--- src/design/hdc_params.svh ---
`ifndef HDC_PARAMS_SVH
`define HDC_PARAMS_SVH

// ****************************************
// Register offsets
// ****************************************
`define HDC_OFF_CUR_SP      8'h0e
`define HDC_OFF_CUR_BP      8'h0f
`define HDC_OFF_SETTLE      8'h10
`define HDC_OFF_LANG_HI     8'h11
`define HDC_OFF_LANG_LO     8'h12
`define HDC_OFF_MAKER_CNT   8'h13
`define HDC_OFF_ITEM_CNT    8'h14
`define HDC_OFF_UNIT_CNT    8'h15
`define HDC_OFF_TEXT_FIRST  8'h16
`define HDC_OFF_TEXT_LAST   8'h53

// ****************************************
// Reset values and limits
// ****************************************
`define HDC_CUR_RESET       8'h32
`define HDC_CFG_RESET       8'h00
`define HDC_MAX_CHARS       8'h1f
`define HDC_TEXT_BYTES      62
`define HDC_UNMAPPED_DATA   8'h00

// ****************************************
// Timing
// ****************************************
`define HDC_CLK_PERIOD_NS   100
`define HDC_SETTLE_UNIT_NS  2000000

`endif

--- src/design/hdc_pkg.sv ---
package hdc_pkg;

    // Byte-wide configuration access from the loader
    typedef struct packed {
        logic       wr;
        logic       rd;
        logic [7:0] addr;
        logic [7:0] wdata;
    } hdc_cfg_req_t;

    // Values reported upstream in descriptors
    typedef struct packed {
        logic [7:0]  cur_sp;
        logic [7:0]  cur_bp;
        logic [7:0]  settle;
        logic [15:0] lang;
        logic [7:0]  maker_cnt;
        logic [7:0]  item_cnt;
        logic [7:0]  unit_cnt;
    } hdc_desc_t;

    // One UTF-16LE character of the maker string
    typedef struct packed {
        logic        valid;
        logic        last;
        logic [15:0] code;
    } hdc_char_t;

    typedef enum logic [1:0] {
        HDC_IDLE = 2'b01,
        HDC_SEND = 2'b10
    } hdc_state_t;

    typedef struct packed {
        hdc_desc_t        desc;
        logic [61:0][7:0] text;
        logic [7:0]       rdata;
        logic             rvalid;
        hdc_state_t       st;
        logic [4:0]       idx;
        logic [5:0]       sent;
        hdc_char_t        chr;
        logic [23:0]      tick;
        logic [7:0]       units;
        logic             settling;
        logic             ready;
    } hdc_regs_t;

endpackage

--- src/design/hdc_config_bank.sv ---
`timescale 1ns/1ns
`include "hdc_params.svh"

module hdc_config_bank
    import hdc_pkg::*;
#(
    parameter int unsigned SETTLE_TICKS = `HDC_SETTLE_UNIT_NS / `HDC_CLK_PERIOD_NS
) (
    input  wire logic         clk,
    input  wire logic         reset,
    input  wire hdc_cfg_req_t cfg_req,
    output logic [7:0]        cfg_rdata,
    output logic              cfg_rvalid,
    input  wire logic         port_power_start,
    output logic              port_power_ready,
    input  wire logic         text_req,
    output logic              text_busy,
    output hdc_char_t         text_char,
    output hdc_desc_t         desc
);

    localparam logic [23:0] TICK_LAST = 24'(SETTLE_TICKS - 1);

    hdc_regs_t s_q;
    hdc_regs_t s_d;

    // ****************************************
    // Address decode
    // ****************************************

    // Shared by the read and write paths
    function automatic logic is_text(input logic [7:0] a);
        is_text = (a >= `HDC_OFF_TEXT_FIRST) && (a <= `HDC_OFF_TEXT_LAST);
    endfunction

    function automatic logic [7:0] clamp_cnt(input logic [7:0] v);
        clamp_cnt = (v > `HDC_MAX_CHARS) ? `HDC_MAX_CHARS : v;
    endfunction

    logic [5:0] text_off;
    assign text_off = 6'(cfg_req.addr - `HDC_OFF_TEXT_FIRST);

    // ****************************************
    // Next state
    // ****************************************

    // Register writes, registered reads, settle timer, string readout
    always_comb begin
        s_d = s_q;
        s_d.rvalid = 1'b0;
        s_d.chr.valid = 1'b0;
        s_d.chr.last = 1'b0;
        if (cfg_req.wr) begin
            unique case (cfg_req.addr)
                `HDC_OFF_CUR_SP:    s_d.desc.cur_sp = cfg_req.wdata;
                `HDC_OFF_CUR_BP:    s_d.desc.cur_bp = cfg_req.wdata;
                `HDC_OFF_SETTLE:    s_d.desc.settle = cfg_req.wdata;
                `HDC_OFF_LANG_HI:   s_d.desc.lang[15:8] = cfg_req.wdata;
                `HDC_OFF_LANG_LO:   s_d.desc.lang[7:0] = cfg_req.wdata;
                // Oversized counts saturate so readout never leaves storage
                `HDC_OFF_MAKER_CNT: s_d.desc.maker_cnt = clamp_cnt(cfg_req.wdata);
                `HDC_OFF_ITEM_CNT:  s_d.desc.item_cnt = clamp_cnt(cfg_req.wdata);
                `HDC_OFF_UNIT_CNT:  s_d.desc.unit_cnt = clamp_cnt(cfg_req.wdata);
                default: begin
                    if (is_text(cfg_req.addr)) begin
                        s_d.text[text_off] = cfg_req.wdata;
                    end
                end
            endcase
        end
        if (cfg_req.rd) begin
            s_d.rvalid = 1'b1;
            unique case (cfg_req.addr)
                `HDC_OFF_CUR_SP:    s_d.rdata = s_q.desc.cur_sp;
                `HDC_OFF_CUR_BP:    s_d.rdata = s_q.desc.cur_bp;
                `HDC_OFF_SETTLE:    s_d.rdata = s_q.desc.settle;
                `HDC_OFF_LANG_HI:   s_d.rdata = s_q.desc.lang[15:8];
                `HDC_OFF_LANG_LO:   s_d.rdata = s_q.desc.lang[7:0];
                `HDC_OFF_MAKER_CNT: s_d.rdata = s_q.desc.maker_cnt;
                `HDC_OFF_ITEM_CNT:  s_d.rdata = s_q.desc.item_cnt;
                `HDC_OFF_UNIT_CNT:  s_d.rdata = s_q.desc.unit_cnt;
                default: begin
                    s_d.rdata = is_text(cfg_req.addr) ? s_q.text[text_off] : `HDC_UNMAPPED_DATA;
                end
            endcase
        end

        // Settle timer: one unit is SETTLE_TICKS cycles
        if (port_power_start) begin
            s_d.settling = 1'b1;
            s_d.ready = 1'b0;
            s_d.units = s_q.desc.settle;
            s_d.tick = '0;
        end else if (s_q.settling) begin
            if (s_q.units == 8'h00) begin
                s_d.settling = 1'b0;
                s_d.ready = 1'b1;
            end else if (s_q.tick == TICK_LAST) begin
                s_d.tick = '0;
                s_d.units = s_q.units - 8'h01;
            end else begin
                s_d.tick = s_q.tick + 24'h000001;
            end
        end

        // Maker string readout, one character per cycle
        unique case (s_q.st)
            HDC_IDLE: begin
                if (text_req && (s_q.desc.maker_cnt != 8'h00)) begin
                    s_d.st = HDC_SEND;
                    s_d.idx = '0;
                    s_d.sent = '0;
                end
            end
            HDC_SEND: begin
                // Low byte from the even address, high byte from the next
                s_d.chr.valid = 1'b1;
                s_d.chr.code = {s_q.text[{s_q.idx, 1'b1}], s_q.text[{s_q.idx, 1'b0}]};
                s_d.sent = s_q.sent + 6'h01;
                s_d.idx = s_q.idx + 5'h01;
                if (6'(s_q.idx) + 6'h01 == s_q.desc.maker_cnt[5:0]) begin
                    s_d.chr.last = 1'b1;
                    s_d.st = HDC_IDLE;
                end
            end
        endcase
    end

    // ****************************************
    // State register
    // ****************************************

    // Counts reset to zero; only the two current registers have a set default
    always_ff @(posedge clk) begin
        if (reset) begin
            s_q <= '0;
            s_q.desc.cur_sp <= `HDC_CUR_RESET;
            s_q.desc.cur_bp <= `HDC_CUR_RESET;
            s_q.desc.settle <= `HDC_CFG_RESET;
            s_q.st <= HDC_IDLE;
        end else begin
            s_q <= s_d;
        end
    end

    // Outputs straight from the state register
    assign cfg_rdata = s_q.rdata;
    assign cfg_rvalid = s_q.rvalid;
    assign port_power_ready = s_q.ready;
    // One-hot state, so the send bit itself is the busy flag
    assign text_busy = s_q.st[1];
    assign text_char = s_q.chr;
    assign desc = s_q.desc;
endmodule

--- config.mk ---
export PLATFORM = sky130hd
export DESIGN_NAME = hdc_config_bank
export DESIGN_NICKNAME = d
export VERILOG_FILES = /design/src/design/hdc_pkg.sv /design/src/design/hdc_config_bank.sv
export VERILOG_INCLUDE_DIRS = /design/src /design/src/design
export SDC_FILE = /design/constraint.sdc
export NUM_CORES = 2
export LEC_CHECK = 0
export BUFFER_PORTS_ARGS = -buffer_cell sky130_fd_sc_hd__buf_2
export CORE_ASPECT_RATIO = 0.7
export CORE_UTILIZATION = 55
export DETAILED_ROUTE_END_ITERATION = 8
export HOLD_SLACK_MARGIN = 0.15
export MAX_ROUTING_LAYER = met4
export PLACE_DENSITY = 0.69
export SETUP_SLACK_MARGIN = 0.4
export SLEW_MARGIN = 15
export SYNTH_ARGS = -nofsm -noshare
export SYNTH_HDL_FRONTEND = slang
export SYNTH_SLANG_ARGS = --single-unit
--- constraint.sdc ---
create_clock -name clk -period 6.36 [get_ports clk]
set_clock_uncertainty 0.15 [all_clocks]
set_input_delay 0.954 -clock clk [delete_from_list [all_inputs] [get_ports clk]]
set_output_delay 0.954 -clock clk [all_outputs]
set_load 0.02 [all_outputs]
Word-level counts from Yosys, hierarchy flattened
Index checks and enable logic that the tools add are counted.
{ "word_totals": {"latch_bits": 0, "elab_cells": 160, "memories": 0, "ff_bits": 634, "mem_bits_rw": 0, "mem_bits_ro": 0, "in_bits": 22, "out_inout_bits": 93} }
{ "classes": {"n_addsub": 6, "shifts": 0, "multipliers": 0, "muxes": 24, "div_mod_pow": 0, "reduce_logical": 23, "n_eq_ne": 15, "n_bitwise": 3, "order_cmp": 7} }
{ "op_table": {"columns": ["operator", "n"], "rows": [
  ["bitwise mux 496 bit", 1],
  ["binary-select mux 8 bit (select 5 bit)", 2],
  ["2-to-1 mux 8 bit", 8],
  ["case mux 8 bit (8 select lines)", 1],
  ["binary-select mux 8 bit (select 6 bit)", 1],
  ["demux 8 bit (select 6 bit)", 1],
  ["equality test 8 x 5 -> 1 bit (second input constant)", 6],
  ["case mux 13 bit (2 select lines)", 1],
  ["adder 24 x 1 -> 24 bit (second input constant)", 1],
  ["equality test 24 x 15 -> 1 bit (second input constant)", 1],
  ["2-to-1 mux 24 bit", 1],
  ["AND reduction 2 bit", 11],
  ["less-than comparator 6 x 7 -> 1 bit (second input constant)", 3],
  ["2-to-1 mux 10 bit", 2],
  ["2-to-1 mux 18 bit", 1],
  ["equality test 8 x 4 -> 1 bit (second input constant)", 2],
  ["2-to-1 mux 13 bit", 1],
  ["greater-or-equal comparator 8 x 5 -> 1 bit (second input constant)", 1],
  ["> comparator 8 x 5 -> 1 bit (second input constant)", 1],
  ["<= comparator 8 x 7 -> 1 bit (second input constant)", 1],
  ["logical NOT 8 bit", 1],
  ["nonzero test 8 bit", 1],
  ["OR reduction 8 bit", 1],
  ["subtractor 8 x 1 -> 8 bit (second input constant)", 1],
  ["16 further kinds", 27]
]} }

Longest topological paths before layout
{ "depth": {"depth_word": 6, "depth_mapped": 15, "ltp_nobuf": 8} }

Worst setup path after synthesis
OpenSTA, ideal clock, no wires.
{ "synth_path": {"path_kind": "input-to-reg", "startpoint": "in cfg_req[9] (netlist bit)", "endpoint": "reg s_q (netlist bit cfg_rdata[0])", "setup_slack_ns": 2.037, "t_required_ns": 6.074, "n_path_buf": 8, "cell_stages": 13, "setup_time_ns": 0.136, "t_arrival_ns": 4.037, "cell_sequence": "buf_2 > buf_4 > buf_2 > clkinv_1 > clkbuf_1 > ha_1 > buf_2 > buf_2 > clkbuf_1 > clkbuf_1 > mux4_2 > a211oi_1 > o32ai_1"} }
{ "synth_via": {"elab_chain_cells": 5, "word_cells_on_any_way": 16, "classes_between": "add/sub (1); order compare (2); eq/ne (8); mux (4); reduce/logical (1)"} }
{ "synth_lines": {"columns": ["item", "line", "source"], "rows": [
  ["start, declared", "hdc_config_bank.sv:11", "input wire hdc_cfg_req_t cfg_req,"],
  ["subtractor 6 x 5 -> 6 bit (no line)", null, null],
  ["binary-select mux 8 bit (select 6 bit)", "hdc_config_bank.sv:83", "s_d.rdata = is_text(cfg_req.addr) ? s_q.text[text_off] : `HDC_UNMAPPED_DATA;"],
  ["2-to-1 mux 8 bit (implied by the code)", "hdc_config_bank.sv:83", null],
  ["2-to-1 mux 8 bit (no line)", null, null],
  ["case mux 8 bit (8 select lines) (*)", "hdc_config_bank.sv:73", "unique case (cfg_req.addr)"],
  ["end, declared", "hdc_config_bank.sv:24", "hdc_regs_t s_q;"]
]} }
Every way passes the cells marked *; elsewhere a longest branch is shown, timed or not. The select of a mux whose other input is x is not followed.
A chain may end at the register's enable or synchronous reset.

Worst setup path after layout
{ "layout_path": {"startpoint": "in cfg_req[9] (netlist bit)", "endpoint": "reg s_q (netlist bit cfg_rdata[3])"} }
The elaborated chain is that of the path after synthesis.

==> summary.md <==
| Metric | Value |
|---|---|
| Max cap viols | 0 |
| Post-CTS Setup Bufs | 0 |
| Internal power | 6376 uW |
| Initial DRC Count | 3881 |
| DP HPWL | 75630 um |
| Pin count of the biggest net entering global routing | 207 |
| Reg area | 12580 um^2 |
| Total I/O pin count | 115 |
| TritonCTS Buffers | 60 |
| Pwr dens | 236.3 nW/um^2 |
| LEAKAGE | 0.01268 uW |
| CTS tree | yes |
| Maximum vdd drop | roughly 0.00023 V |
| # nets final | 3079 |
| Post-synthesis sequential area ratio | 37.44% |
| Pins over their slew limit | 0 |
| Flop pwr share | between 40% and 50% |
| Vias per cell | 6.720 |
| Core Rows | between 70 and 80 |
| Vias in the first global route | 23980 |
| Clock sink total | 628 |
| Final core utilization | 59.58% |
| Core Footprint | 60150 um^2 |
| Post-CTS sizing | 0 |
| Clk Latency, worst-skew pair | 0.66 ns |
| Syn nets | approximately 3200 |
| Fill count | around 4900 |
| Commonest non-fill, non-tap cell in the layout | mux2i_1 |
| Syn_area_per_cell | 10.49 um^2 |
| Synth Flop Type | dfxtp_1 |
| NetSw | 2090 uW |
| DR DRC count | 0 |
| Minimum clock period | 4.100 ns |
| Met3 WL | roughly 16000 um |
| Final worst-path cycle share | 64.47% |
| Synthesized flop and latch total | 628 |
| Crit Path Class | in2reg |
| Layout cells sized above 1 | approximately a fifth |
| Status | complete, no violations |
| Clk root buf | clkbuf_16 |
| Worst rel slew slack | 12.53% |
| CP Data Required Time | just under 7 ns |
| Worst Path Max Fanout | 59 |
| Final ANT Viol Nets | 0 |
| Synthesized netlist cell count | between 3000 and 4000 |
| Startpoint Class | input pin |
| Area growth, synth to finish | 6.710% |
| Most frequent cells in the layout | 635 x mux2i_1, 624 x dfxtp_1, 622 x nor2_1 |
| Multi-input logic area | 19090 um^2 |
| Number of synthesized flops with an enable pin | 0 |
| Top Layer Used | met4 |
| Met2 wire length | 44950 um |
| Final setup fails | 0 |
| Die height | 208.7 um |
| Fmax | 243.9 MHz |
| CP Capture Type | register |
| Tightest Pin Transition | around 1.3 ns |
| Asr flop ratio synth | 0% |
| Drt total wl | 111800 um |
| Crit path DAT | 4.54 ns |
| Router iterations before antenna repair | 6 |
| Hold WC Path Type | reg2reg |
| Clock network power share | approximately 46% |
| H-tree depth | 2 |
| First-pass GRT wire length | roughly 160000 um |
| Logic pwr share | 7.0% |
| Switch share | between 20% and 30% |
| GRT Overall Usage | a little over a third |
| Die width | 297.3 um |
| Initial Util | between 50% and 60% |
| Grt total ovfl | 0 |
| Hold buffer count at cts | 0 |
| Area of the mapped netlist | 33580 um^2 |
| Initial antenna violation count | 16 |
| Die Footprint | 62070 um^2 |
| Final Hold Viols | 0 |
| IO Port Bufs | 114 |
| Via count | 26320 |
| RSZ-0062 raised after global routing | no |
| Yosys synthesis warning count | 0 |
| Post-Route M1 WL | between 40000 and 50000 um |
| TNS Setup | 0 ns |
| Cell variety after synth | 69 |
| Max clock buf depth | 3 |
| Post-DR wirelength/cell | 28.56 um |
| Gpl congestion | 1.039 |
| Clock slew at reported path FFs | 0.07 ns |
==> sequential cells by signal, indices dropped and copies added, names as in the netlist <==
name              flops
cfg_rdata             8
text_char            18
desc                 64
cfg_rvalid            1
port_power_ready      1
text_busy             1
s_q                 535
==> layer usage <==
layer / global-route usage, % / vias to the layer above
li1: - / 11190
met1: 52.11 / 13200
met2: 47.28 / 1718
met3: 12.60 / 209
met4: 11.32 / 0
met5: - / -
==> cell usage after synthesis, drive strengths merged (4+ instances only) <==
cell       n  share of area, %
mux2i    635                19
dfxtp    628                37
nor2     623               7.0
mux4     234                16
buf      186               3.6
clkbuf   182               2.0
nand2    124               1.4
nor3      74               3.0
a21oi     65              0.97
a211oi    54               1.2
a22oi     39              0.90
o21ai     32              0.49
nand3     31              0.46
xor2      25              0.65
mux2      22              0.74
nor2b     19              0.35
and2      18              0.34
and3      12              0.22
nor3b     12              0.27
a31oi     11              0.20
nand2b    11              0.20
nor4      11              0.20
or3       11              0.22
a221oi    10              0.26
ha         9              0.34
inv        9              0.10
nand3b     9              0.20
nand4      9              0.17
xnor2      8              0.21
a32oi      7              0.18
o211ai     7              0.16
o221ai     6              0.16
a2111oi    5              0.13
a2bb2oi    5              0.13
a311oi     5              0.13
a22o       4              0.10
o21a       4             0.089
o21bai     4             0.089
o22ai      4             0.075
==> worst max-delay path, cell delays in order <==
cell	delay, ns
buf_4	0.32
clkinv_1	0.22
ha_4	0.87
nor2b_1	0.29
buf_4	0.27
a22oi_1	0.18
nand2_1	0.15
a211oi_1	0.76
o2111ai_1	0.25
a31oi_1	0.22
==> worst paths after layout <==
path / from / to / slack [ns] / cells after the start
worst max register to register: s_q[58] / text_char[6] / 2.63 / 6
worst min-delay path: desc[30] / desc[30] / 0.33 / 2
worst min register to register: desc[30] / desc[30] / 0.33 / 2
worst max-delay path: cfg_req[9] / cfg_rdata[3] / 2.26 / 10
==> power by group through the flow <==
stage | sequential [uW] | clock, uW | combinational [uW]
6_report | 3960 | 3910 | 591
3_3_place_gp | 4050 | 0 | 563
3_5_place_dp | 4050 | 0 | 569
4_1_cts | 3960 | 3920 | 571
5_1_grt | 3960 | 4090 | 607
2_1_floorplan | 4040 | 0 | 407
==> area by class of cell <==
type                       count  area share (%)
multi-input combinational   2193           53.27
sequential                   628           35.11
clock buffer                  86           4.801
tap                          808           2.821
timing repair buffer         154           2.737
clock inverter                24           1.061
inverter                      11          0.1152
antenna                       12         0.08380
==> cell families (layout without fill, tap and decap cells) <==
kind of cell | count (synthesis) | in the layout | synth area share [%]
compound gates | 282 | 282 | 5.801
xor+xnor | 33 | 33 | 0.8607
fa+ha+maj | 9 | 9 | 0.3353
buf+inv | 379 | 275 | 5.771
flops | 628 | 628 | 37.44
mux | 891 | 891 | 35.36
other cells | 0 | 12 | 0
simple gates | 978 | 978 | 14.44
==> through the flow <==
step	hold slack (ns)	total power, uW	cell area [um^2]	cells	worst slack [ns]
6_report	0.3288	8466	35840	3916	2.260
3_3_place_gp	0.3057	4612	33700	3794	1.769
5_1_grt	0.3592	8662	35830	3915	2.199
2_1_floorplan	0.2923	4452	33580	3200	2.037
4_1_cts	0.3325	8454	35810	3904	2.491
3_5_place_dp	0.3162	4619	33700	3794	1.826
Power figures use the tool's default switching activity.
